===== src/rtl/cob_pkg.sv =====
// Constants, encodings and types shared by the core and its address unit.
// Assumes a single 10 MHz clock and synchronous, active-low reset.
// Operation
// - Fixed 16-bit instructions, mostly one cycle each
// - Register arithmetic and logic on 32-bit values, bit operations on a byte
// - Byte and word loads are sign-extended
// - Move, add, compare immediates sign-extended
// - Test, and, or, xor immediates zero-extended
// - Ordinary operations use register operands only
// - Bit and, or, xor read-modify-write memory directly; bit test only reads
// - Unconditional jumps are always delayed
// - Slot instruction runs before the target
// - Conditional jumps come delayed and normal
// - Compares write one flag, t_ff (cmp_flag)
// - Conditional jumps test the compare flag
// - Only compares and tests change the flag
// - Register add leaves the flag alone
// - Byte literal sits in the instruction word
// - Wider literals load PC-relative from memory
// - Register direct uses the register contents
// - Register indirect addresses by unchanged register
// - Post-increment adds 1, 2 or 4 after
// - Pre-decrement subtracts 1, 2 or 4 first
// - Misaligned word or longword raises address error
package cob_pkg;
    localparam logic [31:0] COB_PC_RESET = 32'ha0000000;
    localparam logic [31:0] COB_PC_STEP = 32'h2;
    localparam logic [31:0] COB_BR_BIAS = 32'h4;
    localparam logic [31:0] COB_STEP_B = 32'h1;
    localparam logic [31:0] COB_STEP_W = 32'h2;
    localparam logic [31:0] COB_STEP_L = 32'h4;
    localparam logic [0:0] COB_T_RESET = 1'h0;

    // Major opcodes, instruction bits 15:12
    localparam logic [3:0] OP_NOP = 4'h0;
    localparam logic [3:0] OP_MOVI = 4'h1;
    localparam logic [3:0] OP_ADDI = 4'h2;
    localparam logic [3:0] OP_CMPI = 4'h3;
    localparam logic [3:0] OP_ALU = 4'h4;
    localparam logic [3:0] OP_LOGI = 4'h5;
    localparam logic [3:0] OP_LD = 4'h6;
    localparam logic [3:0] OP_ST = 4'h7;
    localparam logic [3:0] OP_LITW = 4'h8;
    localparam logic [3:0] OP_LITL = 4'h9;
    localparam logic [3:0] OP_JMP = 4'ha;
    localparam logic [3:0] OP_JCC = 4'hb;
    localparam logic [3:0] OP_BIT = 4'hc;

    // Register-register functions, bits 3:0
    localparam logic [3:0] FN_ADD = 4'h0;
    localparam logic [3:0] FN_AND = 4'h1;
    localparam logic [3:0] FN_OR = 4'h2;
    localparam logic [3:0] FN_XOR = 4'h3;
    localparam logic [3:0] FN_CMPEQ = 4'h4;
    localparam logic [3:0] FN_TST = 4'h5;
    localparam logic [3:0] FN_MOV = 4'h6;

    // Logical-immediate and bit functions, bits 11:10
    localparam logic [1:0] LF_TST = 2'h0;
    localparam logic [1:0] LF_AND = 2'h1;
    localparam logic [1:0] LF_OR = 2'h2;
    localparam logic [1:0] LF_XOR = 2'h3;

    localparam logic [1:0] SZ_B = 2'h0;
    localparam logic [1:0] SZ_W = 2'h1;
    localparam logic [1:0] SZ_L = 2'h2;
    localparam logic [1:0] MD_IND = 2'h0;
    localparam logic [1:0] MD_POST = 2'h1;
    localparam logic [1:0] MD_PRE = 2'h2;

    typedef enum logic [1:0] {cob_run, cob_load, cob_rmw, cob_wr} cob_state_t;
endpackage


===== src/rtl/cob_agu.sv =====
// Effective address unit for the register indirect modes.
// Purely combinational; the core writes back the updated base itself.
`timescale 1ns/10ps
module cob_agu import cob_pkg::*; (
    input wire logic [31:0] base,
    input wire logic [1:0] size,
    input wire logic [1:0] mode,
    output logic [31:0] ea,
    output logic [31:0] upd,
    output logic upd_en,
    output logic misal
);
    logic [31:0] step;

    always_comb begin
        step = (size == SZ_B) ? COB_STEP_B : (size == SZ_W) ? COB_STEP_W : COB_STEP_L;
        ea = (mode == MD_PRE) ? base - step : base;
        upd = (mode == MD_POST) ? base + step : base - step;
        upd_en = (mode == MD_POST) || (mode == MD_PRE);
        misal = ((size == SZ_W) && ea[0]) || ((size == SZ_L) && (ea[1:0] != 2'h0));
    end
endmodule // cob_agu


===== src/rtl/cob_core.sv =====
// Execution core: decode of 16-bit instructions, register file, flag,
// delayed branching and data memory sequencing.
// Assumes instruction memory answers combinationally on imem_addr and data
// memory answers combinationally while dmem_req is high.
`timescale 1ns/10ps
module cob_core import cob_pkg::*; #(
    parameter logic [31:0] RESET_PC = COB_PC_RESET
) (
    input wire logic clk_sys,
    input wire logic rstn,
    output logic [31:0] imem_addr,
    input wire logic [15:0] imem_rdata,
    output logic dmem_req,
    output logic dmem_we,
    output logic [1:0] dmem_size,
    output logic [31:0] dmem_addr,
    output logic [31:0] dmem_wdata,
    input wire logic [31:0] dmem_rdata,
    output logic addr_err,
    output logic cmp_flag,
    output logic retire
);
    cob_state_t st_ff, nxt_st;
    logic [31:0] pc_ff, nxt_pc, tgt_ff, nxt_tgt;
    logic slot_ff, nxt_slot, t_ff, nxt_t;
    logic req_ff, nxt_req, we_ff, nxt_we, err_ff, nxt_err, ret_ff, nxt_ret;
    logic [1:0] sz_ff, nxt_sz;
    logic [31:0] addr_ff, nxt_addr, wdat_ff, nxt_wdat;
    logic [3:0] ld_idx_ff, nxt_ld_idx;
    logic [1:0] bfn_ff, nxt_bfn;
    logic [7:0] bimm_ff, nxt_bimm;
    logic [31:0] gpr_ff [16];

    logic wa_en, wb_en;
    logic [3:0] wa_idx, wb_idx;
    logic [31:0] wa_dat, wb_dat;

    logic [3:0] f_op, f_rn, f_rm, f_fn;
    logic [7:0] f_imm;
    logic [1:0] f_lf;
    logic [31:0] rv_n, rv_m, rv_0, imm_s, imm_z, jcc_tgt;
    logic [31:0] agu_base, ea, upd;
    logic [1:0] agu_sz, agu_md;
    logic upd_en, misal, jcc_take;
    logic [7:0] bit_res;

    function automatic logic [31:0] ext_ld(input logic [31:0] d, input logic [1:0] sz);
        ext_ld = (sz == SZ_B) ? {{24{d[7]}}, d[7:0]} :
            (sz == SZ_W) ? {{16{d[15]}}, d[15:0]} : d;
    endfunction

    // Decode fields
    always_comb begin
        f_op = imem_rdata[15:12];
        f_rn = imem_rdata[11:8];
        f_rm = imem_rdata[7:4];
        f_fn = imem_rdata[3:0];
        f_imm = imem_rdata[7:0];
        f_lf = imem_rdata[11:10];
        rv_n = gpr_ff[f_rn];
        rv_m = gpr_ff[f_rm];
        rv_0 = gpr_ff[0];
        imm_s = {{24{f_imm[7]}}, f_imm};
        imm_z = {24'h0, f_imm};
        jcc_tgt = pc_ff + COB_BR_BIAS + {{23{f_imm[7]}}, f_imm, 1'b0};
        jcc_take = imem_rdata[10] ? !t_ff : t_ff;
        agu_base = (f_op == OP_LD) ? rv_m : (f_op == OP_ST) ? rv_n : rv_0;
        agu_sz = (f_op == OP_BIT) ? SZ_B : imem_rdata[3:2];
        agu_md = (f_op == OP_BIT) ? MD_IND : imem_rdata[1:0];
    end

    cob_agu u_agu (
        .base(agu_base),
        .size(agu_sz),
        .mode(agu_md),
        .ea(ea),
        .upd(upd),
        .upd_en(upd_en),
        .misal(misal)
    );

    // Byte result of a memory bit operation
    always_comb begin
        case (bfn_ff)
            LF_AND: bit_res = dmem_rdata[7:0] & bimm_ff;
            LF_OR: bit_res = dmem_rdata[7:0] | bimm_ff;
            LF_XOR: bit_res = dmem_rdata[7:0] ^ bimm_ff;
            default: bit_res = dmem_rdata[7:0];
        endcase
    end

    always_comb begin
        nxt_st = st_ff;
        nxt_pc = pc_ff;
        nxt_tgt = tgt_ff;
        nxt_slot = slot_ff;
        nxt_t = t_ff;
        nxt_req = 1'b0;
        nxt_we = 1'b0;
        nxt_err = 1'b0;
        nxt_ret = 1'b0;
        nxt_sz = sz_ff;
        nxt_addr = addr_ff;
        nxt_wdat = wdat_ff;
        nxt_ld_idx = ld_idx_ff;
        nxt_bfn = bfn_ff;
        nxt_bimm = bimm_ff;
        wa_en = 1'b0;
        wa_idx = f_rn;
        wa_dat = 32'h0;
        wb_en = 1'b0;
        wb_idx = f_rm;
        wb_dat = upd;
        case (st_ff)
            cob_run: begin
                nxt_ret = 1'b1;
                nxt_pc = pc_ff + COB_PC_STEP;
                if (slot_ff) begin
                    // Slot issues now (a load or bit operation finishes in later states); go to the target
                    nxt_pc = tgt_ff;
                    nxt_slot = 1'b0;
                end
                case (f_op)
                    OP_MOVI: begin
                        wa_en = 1'b1;
                        wa_dat = imm_s;
                    end
                    OP_ADDI: begin
                        wa_en = 1'b1;
                        wa_dat = rv_n + imm_s;
                    end
                    OP_CMPI: nxt_t = (rv_n == imm_s);
                    OP_ALU: begin
                        wa_en = 1'b1;
                        case (f_fn)
                            FN_ADD: wa_dat = rv_n + rv_m;
                            FN_AND: wa_dat = rv_n & rv_m;
                            FN_OR: wa_dat = rv_n | rv_m;
                            FN_XOR: wa_dat = rv_n ^ rv_m;
                            FN_MOV: wa_dat = rv_m;
                            FN_CMPEQ: begin
                                wa_en = 1'b0;
                                nxt_t = (rv_n == rv_m);
                            end
                            FN_TST: begin
                                wa_en = 1'b0;
                                nxt_t = ((rv_n & rv_m) == 32'h0);
                            end
                            default: wa_en = 1'b0;
                        endcase
                    end
                    OP_LOGI: begin
                        wa_idx = 4'h0;
                        wa_en = 1'b1;
                        case (f_lf)
                            LF_AND: wa_dat = rv_0 & imm_z;
                            LF_OR: wa_dat = rv_0 | imm_z;
                            LF_XOR: wa_dat = rv_0 ^ imm_z;
                            default: begin
                                wa_en = 1'b0;
                                nxt_t = ((rv_0 & imm_z) == 32'h0);
                            end
                        endcase
                    end
                    OP_LD, OP_ST: begin
                        if (misal) begin
                            nxt_err = 1'b1;
                        end else begin
                            nxt_req = 1'b1;
                            nxt_we = (f_op == OP_ST);
                            nxt_addr = ea;
                            nxt_sz = agu_sz;
                            nxt_wdat = rv_m;
                            nxt_ld_idx = f_rn;
                            wb_en = upd_en;
                            wb_idx = (f_op == OP_LD) ? f_rm : f_rn;
                            if (f_op == OP_LD) begin
                                nxt_st = cob_load;
                            end
                        end
                    end
                    OP_LITW, OP_LITL: begin
                        nxt_req = 1'b1;
                        nxt_ld_idx = f_rn;
                        nxt_sz = (f_op == OP_LITW) ? SZ_W : SZ_L;
                        nxt_addr = (f_op == OP_LITW) ?
                            pc_ff + COB_BR_BIAS + {23'h0, f_imm, 1'b0} :
                            {pc_ff[31:2], 2'h0} + COB_BR_BIAS + {22'h0, f_imm, 2'h0};
                        nxt_st = cob_load;
                    end
                    OP_JMP: begin
                        // A jump in a slot is ignored
                        if (!slot_ff) begin
                            nxt_slot = 1'b1;
                            nxt_tgt = pc_ff + COB_BR_BIAS +
                                {{19{imem_rdata[11]}}, imem_rdata[11:0], 1'b0};
                        end
                    end
                    OP_JCC: begin
                        if (!slot_ff && jcc_take) begin
                            if (imem_rdata[11]) begin
                                nxt_slot = 1'b1;
                                nxt_tgt = jcc_tgt;
                            end else begin
                                nxt_pc = jcc_tgt;
                            end
                        end
                    end
                    OP_BIT: begin
                        nxt_req = 1'b1;
                        nxt_addr = ea;
                        nxt_sz = SZ_B;
                        nxt_bfn = f_lf;
                        nxt_bimm = f_imm;
                        nxt_st = cob_rmw;
                    end
                    default: ;
                endcase
            end
            cob_load: begin
                wa_en = 1'b1;
                wa_idx = ld_idx_ff;
                wa_dat = ext_ld(dmem_rdata, sz_ff);
                nxt_st = cob_run;
            end
            cob_rmw: begin
                if (bfn_ff == LF_TST) begin
                    nxt_t = ((dmem_rdata[7:0] & bimm_ff) == 8'h0);
                    nxt_st = cob_run;
                end else begin
                    nxt_req = 1'b1;
                    nxt_we = 1'b1;
                    nxt_wdat = {24'h0, bit_res};
                    nxt_st = cob_wr;
                end
            end
            cob_wr: nxt_st = cob_run;
            default: nxt_st = cob_run;
        endcase
    end

    always_ff @(posedge clk_sys) begin
        if (!rstn) begin
            st_ff <= cob_run;
            pc_ff <= RESET_PC;
            tgt_ff <= 32'h0;
            slot_ff <= 1'b0;
            t_ff <= COB_T_RESET;
            req_ff <= 1'b0;
            we_ff <= 1'b0;
            err_ff <= 1'b0;
            ret_ff <= 1'b0;
            sz_ff <= SZ_B;
            addr_ff <= 32'h0;
            wdat_ff <= 32'h0;
            ld_idx_ff <= 4'h0;
            bfn_ff <= LF_TST;
            bimm_ff <= 8'h0;
        end else begin
            st_ff <= nxt_st;
            pc_ff <= nxt_pc;
            tgt_ff <= nxt_tgt;
            slot_ff <= nxt_slot;
            t_ff <= nxt_t;
            req_ff <= nxt_req;
            we_ff <= nxt_we;
            err_ff <= nxt_err;
            ret_ff <= nxt_ret;
            sz_ff <= nxt_sz;
            addr_ff <= nxt_addr;
            wdat_ff <= nxt_wdat;
            ld_idx_ff <= nxt_ld_idx;
            bfn_ff <= nxt_bfn;
            bimm_ff <= nxt_bimm;
        end
    end

    // Register file left unreset; the load port wins over a base update
    always_ff @(posedge clk_sys) begin
        if (rstn && wb_en) begin
            gpr_ff[wb_idx] <= wb_dat;
        end
        if (rstn && wa_en) begin
            gpr_ff[wa_idx] <= wa_dat;
        end
    end

    assign imem_addr = pc_ff;
    assign dmem_req = req_ff;
    assign dmem_we = we_ff;
    assign dmem_size = sz_ff;
    assign dmem_addr = addr_ff;
    assign dmem_wdata = wdat_ff;
    assign addr_err = err_ff;
    assign cmp_flag = t_ff;
    assign retire = ret_ff;

    logic run_ok;
    assign run_ok = (st_ff == cob_run) && rstn; // No attempt from the last reset edge
endmodule // cob_core


===== config.mk =====
export PLATFORM = sky130hd
export DESIGN_NAME = cob_core
export DESIGN_NICKNAME = d
export VERILOG_FILES = /design/src/rtl/cob_pkg.sv /design/src/rtl/cob_agu.sv /design/src/rtl/cob_core.sv
export SDC_FILE = /design/constraint.sdc
export NUM_CORES = 2
export LEC_CHECK = 0
export BUFFER_PORTS_ARGS = -buffer_cell sky130_fd_sc_hd__buf_2
export CAP_MARGIN = 10
export CORE_UTILIZATION = 49
export DETAILED_ROUTE_END_ITERATION = 10
export GPL_TIMING_DRIVEN = 0
export PLACE_DENSITY = 0.7
export SYNTH_ARGS = -nofsm -noshare
export SYNTH_HDL_FRONTEND = slang
export SYNTH_SLANG_ARGS = --single-unit

===== constraint.sdc =====
create_clock -name clk_sys -period 7.7 [get_ports clk_sys]
set_clock_uncertainty 0.05 [all_clocks]
set_input_delay 0 -clock clk_sys [delete_from_list [all_inputs] [get_ports clk_sys]]
set_output_delay 0 -clock clk_sys [all_outputs]
set_load 0.05 [all_outputs]

Word level (Yosys, flattened, before mapping)

Memory sizes are Yosys's and may differ from the RTL's.
Cells that the tools add are included.

Bits in registers: 152
Memory bits (writable): 512
Input port bits: 50
Output and inout port bits: 103
Word-level logic and storage cells: 201
Memories kept: 1

$add $sub $neg: 11
Equality and inequality tests: 48
Muxes and demuxes: 79
Bitwise gates (word level): 9
Reduce and logical (&&, ||, !) cells: 38

Memories:

| memory | words | bits a word | read ports | clocked after Yosys merged registers in | wr ports | line           | text |
|---|---|---|---|---|---|---|---|
| gpr_ff | 16    | 32          | 3          | 0                                       | 1        | cob_core.sv:32 | `logic [31:0] gpr_ff [16];` |

Operators by type and width:

| kind                                           | count |
|---|---|
| 2-to-1 mux 32 bit                              | 20 |
| one-hot mux 32 bit (2 select lines)            | 3 |
| one-hot mux 32 bit (3 select lines)            | 2 |
| adder 32 bit                                   | 5 |
| one-hot mux 32 bit (5 select lines)            | 1 |
| one-hot mux 32 bit (4 select lines)            | 1 |
| adder 32 x 3 -> 32 bit (second input constant) | 2 |
| == test 32 bit                                 | 2 |
| zero test 32 bit                               | 2 |
| adder 32 x 10 -> 32 bit                        | 1 |
| adder 32 x 2 -> 32 bit (second input constant) | 1 |
| adder 32 x 9 -> 32 bit                         | 1 |
| bitwise AND 32 bit                             | 1 |
| bitwise AND 32 x 8 -> 32 bit                   | 1 |
| bitwise OR 32 bit                              | 1 |
| bitwise OR 32 x 8 -> 32 bit                    | 1 |
| OR reduction 32 bit                            | 1 |
| subtractor 32 bit                              | 1 |
| XOR 32 bit                                     | 1 |
| XOR 32 x 8 -> 32 bit                           | 1 |
| == test 4 x 3 -> 1 bit (second input constant) | 7 |
| 2-to-1 mux 4 bit                               | 7 |
| one-hot mux 8 bit (3 select lines)             | 1 |
| 2-to-1 mux 1 bit                               | 22 |
| 34 further kinds                               | 99 |

Depth between registers and ports, before layout

Depth after elaboration: 17
Depth in mapped cells: 24
Depth with buffers taken out: 18

By module

A second synthesis with hierarchy kept.

Cells, all modules: 3,984
Area total of the unflattened synthesis: 44,735.4 µm²

Modules (own cells, without submodules):

| module   | times used | cells each | area an instance (µm²) | seq. area each (µm²) |
|---|---|---|---|---|
| cob_core | 1          | 3,696      | 42,819.8               | 18,417.7 |
| cob_agu  | 1          | 288        | 1,915.6                | 0.0 |

Worst setup path after synthesis

No wires, ideal clock.

Kind: input -> register
From: input port imem_rdata[4]
To: memory gpr_ff[13][0] (enable)
Setup time: 0.421 ns
Data arrival time: 5.301 ns
Required time: 7.229 ns
Slack: 1.928 ns
Stages on the path: 18
Path buffers: 3
Cells stage by stage: buf_6 buf_12 buf_4 mux4_2 mux4_2 a22oi_1 ha_1 inv_1 fa_1 nor2b_1 o22ai_1 nand2_1 o211a_2 and2_1 a21oi_1 mux2_2 or3_1 nor2_1

Longest elaborated chain between the ends: 14
Elaborated cells on any way between the ends: 20
Classes of those cells: add/sub (1); mux (13); reduce/logical (5); memory (1)

Ends and longest elaborated chain:

| item                                   | line            | text |
|---|---|---|
| start: declaration                     | cob_core.sv:12  | `input wire logic [15:0] imem_rdata,` |
| memory read (16 x 32 bit)              | --              |  |
| 2-to-1 mux 32 bit                      | cob_core.sv:67  | `agu_base = (f_op == OP_LD) ? rv_m : (f_op == OP_ST) ? rv_n : rv_0;` |
| subtractor 32 bit                      | cob_agu.sv:17   | `ea = (mode == MD_PRE) ? base - step : base;` |
| 2-to-1 mux 32 bit                      | cob_agu.sv:17   |  |
| nonzero test 2 bit                     | cob_agu.sv:20   | `misal = ((size == SZ_W) && ea[0]) \|\| ((size == SZ_L) && (ea[1:0] != 2'h0));` |
| logical AND 1 bit                      | cob_agu.sv:20   |  |
| logical OR 1 bit                       | cob_agu.sv:20   |  |
| 2-to-1 mux 1 bit                       | cob_core.sv:166 | `if (misal) begin` |
| 2-to-1 mux 1 bit                       | cob_core.sv:123 | `case (f_op)` |
| 2-to-1 mux 1 bit                       | cob_core.sv:114 | `case (st_ff)` |
| logical AND 1 bit                      | cob_core.sv:280 | `if (rstn && wb_en) begin` |
| 2-to-1 mux 1 bit                       | cob_core.sv:280 |  |
| 2-to-1 mux 1 bit (implied by the code) | cob_core.sv:281 | `gpr_ff[wb_idx] <= wb_dat;` |
| 2-to-1 mux 1 bit (no line)             | --              |  |
| end: declaration                       | cob_core.sv:32  |  |

Parallel ways exist; a longest one is shown, timed or not.

Final worst setup path

From: input port imem_rdata[11]
To: memory gpr_ff[12][26] (data pin)

Longest elaborated chain between the ends: 10
Elaborated cells on any way between the ends: 27
Classes of those cells: add/sub (4); eq/ne (3); mux (13); bitwise (3); reduce/logical (3); memory (1)

Ends and longest elaborated chain:

| item |
|---|
| parallel branches: the longest is 9 deep, another holds memory read (16 x 32 bit) |
| 2-to-1 mux 32 bit (no line) * |

Mark *: on every way between the ends.

==> impl_metrics.env <==
export IMPL_dpl_hpwl_mm=161
export IMPL_maxSlewViolCount=5
export IMPL_synth_largest_area_cell="edfxtp_1"
export IMPL_clockRootBuffer="clkbuf_16"
export IMPL_cp_common_cell="a21oi_1"
export IMPL_p_sw_share_pct=34.3
export IMPL_p_int_mw=7.16
export IMPL_ys_flop_type="edfxtp_1"
export IMPL_htreeDepth=3
export IMPL_netlist_top_cells_area="edfxtp_1 (33%), mux4_2 (10%), dfxtp_1 (6.6%), ha_1 (5.6%), mux2i_1 (3.6%)"
export IMPL_fin_nets=4887
export IMPL_drive_gt1_share_pct=16.4
export IMPL_max_stage_delay_ns=1.08
export IMPL_tritoncts="done"
export IMPL_p_clk_share_pct=35.0
export IMPL_ys_ff_latch=664
export IMPL_cp_required_ns=8.15
export IMPL_whs_ns=0.109
export IMPL_coreArea_um2=93300
export IMPL_grt_pass1_wl_mm=291
export IMPL_fmax_ghz=0.131
export IMPL_grt_pass1_vias=39000
export IMPL_clock_latency_ns=0.68
export IMPL_cp_max_fo=33
export IMPL_rsz0062_at_grt="no"
export IMPL_initial_core_util_pct=49.5
export IMPL_outcome="complete, but fails checks"
export IMPL_p_seq_share_pct=37.7
export IMPL_die_h_um=309
export IMPL_syn_area_per_cell_um2=10.7
export IMPL_worstPathArrival_ns=8.09
export IMPL_postRouteAntennaNets=0
export IMPL_synth_common_cells="edfxtp_1 (512), nand2_1 (322), a21oi_1 (316), nor2_1 (279), mux4_2 (208)"
export IMPL_first_pass_iters=10
export IMPL_violations="max-capacitance violations, max-slew violations"
export IMPL_crit_chain="clkbuf_4 -> clkbuf_1 -> buf_1 -> clkbuf_1 -> nor2_1 -> a21oi_1 -> inv_1 -> ha_1 -> and3_1 -> nand2_1 -> o21ba_2 -> a21o_1 -> o2111ai_1 -> a32oi_1 -> a21oi_1 -> xor2_1 -> a221oi_1 -> a21oi_1 -> buf_4"
export IMPL_criticalPathCategory="in2reg"
export IMPL_first_iter_violations=6701
export IMPL_synth_nets=4597
export IMPL_grt_overflow=0
export IMPL_finalHoldViolations=0
export IMPL_yosysSeqAreaShare_pct=39.9
export IMPL_wl_mm=211
export IMPL_min_period_ns=7.63
export IMPL_placedCellCount=5786
export IMPL_tightest_slew_ns=1.51
export IMPL_yosysMostFrequentCell="edfxtp_1"
export IMPL_p_sw_mw=3.73
export IMPL_fin_cells=5941
export IMPL_synthArstFlopShare_pct=0
export IMPL_syn_area_um2=46200
export IMPL_maxCapViolations=1
export IMPL_vias_per_cell=7.04
export IMPL_relSlewSlack_pct=-1.70
export IMPL_area_growth_pct=13.0
export IMPL_yosysWarnings=0
export IMPL_row_count=112
export IMPL_netlist_area_leader_share_pct=33.3
export IMPL_cts_buffers_inserted=75
export IMPL_synth_edf_count=512
export IMPL_p_per_area_nw_per_um2=209
export IMPL_die_area_um2=95500
export IMPL_cp_start_kind="input port"
export IMPL_cts_sinks=664
export IMPL_antenna_found_initial=8
export IMPL_combPwrFrac_pct=27.4
export IMPL_leakagePower_nw=19.0
export IMPL_drc_errors=0
export IMPL_hold_path_class="in2reg"
export IMPL_portBuffers=151
export IMPL_track_usage_pct=43.5
export IMPL_grt_max_degree=34
export IMPL_gp_congestion=1.05
export IMPL_ir_drop_mv=0.237
export IMPL_cts_path_max_buffers=3
export IMPL_cp_slowest_cell="clkbuf_1"
export IMPL_clkSlewWorstSetupHoldPaths_ns=0.07
export IMPL_crit_path_end_kind="flip-flop"
export IMPL_fin_crit_sh_pct=99.1
export IMPL_setup_violations=0
export IMPL_netlist_instances=4335
export IMPL_synth_distinct_cells=117
export IMPL_vias=41800
export IMPL_fp_dieW_um=309
export IMPL_io_pins=153
export IMPL_routedWlPerCell_um=35.5
==> critical path: cells and delay by family <==
family          cells  cell delay [ns]
xor+xnor            1             0.27
buf+inv             6             3.50
simple gates        3             0.46
fa+ha+maj           1             0.51
compound gates      8             3.23
==> cell type report <==
class	instances	area, um^2
fillers	8150	41100
multi-input cells	3180	25700
flip-flops and latches	664	18400
clock buffers	95	2000
plain buffers	301	1610
repair buffers	214	1600
well taps	1254	1570
inverters	189	709
clock inverters	41	548
diodes	3	7.51
==> path summary, 6_finish.rpt <==
path | startpoint | to | slack [ns] | depth (start not counted)
worst max-delay path | imem_rdata[11] | gpr_ff[12][26] | 0.07 | 19
worst max register to register | gpr_ff[0][0] | gpr_ff[8][11] | 0.73 | 15
worst min-delay path | dmem_rdata[24] | gpr_ff[0][24] | 0.11 | 6
worst min register to register | tgt_ff[2] | tgt_ff[2] | 0.41 | 2
==> power by group through the flow <==
| stage | sequential (mW) | combinational [mW] | clock (mW) |
|---|---|---|---|
| global route | 4.10 | 3.09 | 3.91 |
| detailed placement | 4.17 | 2.82 | 0 |
| global placement | 4.18 | 2.76 | 0 |
| finish | 4.10 | 2.98 | 3.80 |
| CTS | 4.10 | 2.85 | 3.79 |
| floorplan | 4.28 | 1.66 | 0 |
==> stage by stage <==
stage / setup slack [ns] / setup TNS (ns) / util [%] / power [mW] / instance area [um^2]
after floorplan: 1.93 / 0 / - / 5.94 / 46200
after global placement: -2.93 / -2077.09 / 52.0 / 6.94 / 48500
after detailed placement: -1.70 / -448.57 / 53.0 / 7.00 / 49400
after CTS: 0.116 / 0 / 55.9 / 10.7 / 52100
after global routing: 0.212 / 0 / 55.9 / 11.1 / 52200
final: 0.0678 / 0 / 55.9 / 10.9 / 52200
==> flip-flops by register name, summed over array words and instances (netlist names), 2 cells and up <==
name,cells
dmem_size,2
gpr_ff,512
bfn_ff,2
bimm_ff,8
imem_addr,32
ld_idx_ff,4
dmem_addr,32
st_ff,2
tgt_ff,32
dmem_wdata,32
==> what timing repair did <==
| action | CTS | global route |
|---|---|---|
| hold endpoints to repair | 20 | 0 |
| gates resized for setup | 6 | 4 |
| pin swaps | 0 | 0 |
| setup buffers | 0 | 0 |
| hold buffers | 12 | 0 |
| endpoints found under the setup margin | 353 | 97 |
==> kinds of logic (layout without fill, tap and decap cells) <==
family	count (synthesis)	count (layout)	synth area share (%)
AOI/OAI and AO/OA	1152	1152	16.9
and+or+nand+nor	1150	1150	12.4
DFF	664	664	39.9
buffers and inverters	491	840	5.02
muxes	438	438	15.7
xor gates and xnor gates	228	228	4.32
adders and majority gates	212	212	5.84
other	0	3	0
==> placed cells by master, fill, tap and decap left out, types with 31 or more instances in the layout <==
| cell type | n |
|---|---|
| nand3_1 | 102 |
| nor2_1 | 263 |
| nor3_1 | 94 |
| mux2i_1 | 165 |
| nand2b_1 | 36 |
| inv_1 | 183 |
| a21oi_1 | 309 |
| a21o_1 | 56 |
| buf_4 | 33 |
| mux4_2 | 208 |
| nand2_1 | 322 |
| buf_2 | 191 |
| nand4_1 | 44 |
| clkbuf_16 | 77 |
| and2_1 | 43 |
| ha_1 | 206 |
| a22oi_1 | 76 |
| xor2_1 | 81 |
| buf_6 | 31 |
| clkbuf_1 | 201 |
| a221oi_1 | 51 |
| mux2_2 | 40 |
| o21ai_0 | 199 |
| a211oi_1 | 49 |
| nor4_1 | 44 |
| o22ai_1 | 65 |
| xnor2_1 | 147 |
| dfxtp_1 | 152 |
| a31oi_1 | 49 |
| edfxtp_1 | 512 |
==> layer usage <==
layer  GRT usage, %  vias to the layer above  wire length [um]
li1               -                    17300                 -
met5              0                        -                49
met4           26.8                        6             15200
met3           14.8                      748             30300
met2           62.7                     3232             87800
met1           56.2                    20500             77600
(Power assumes the default switching activity.)
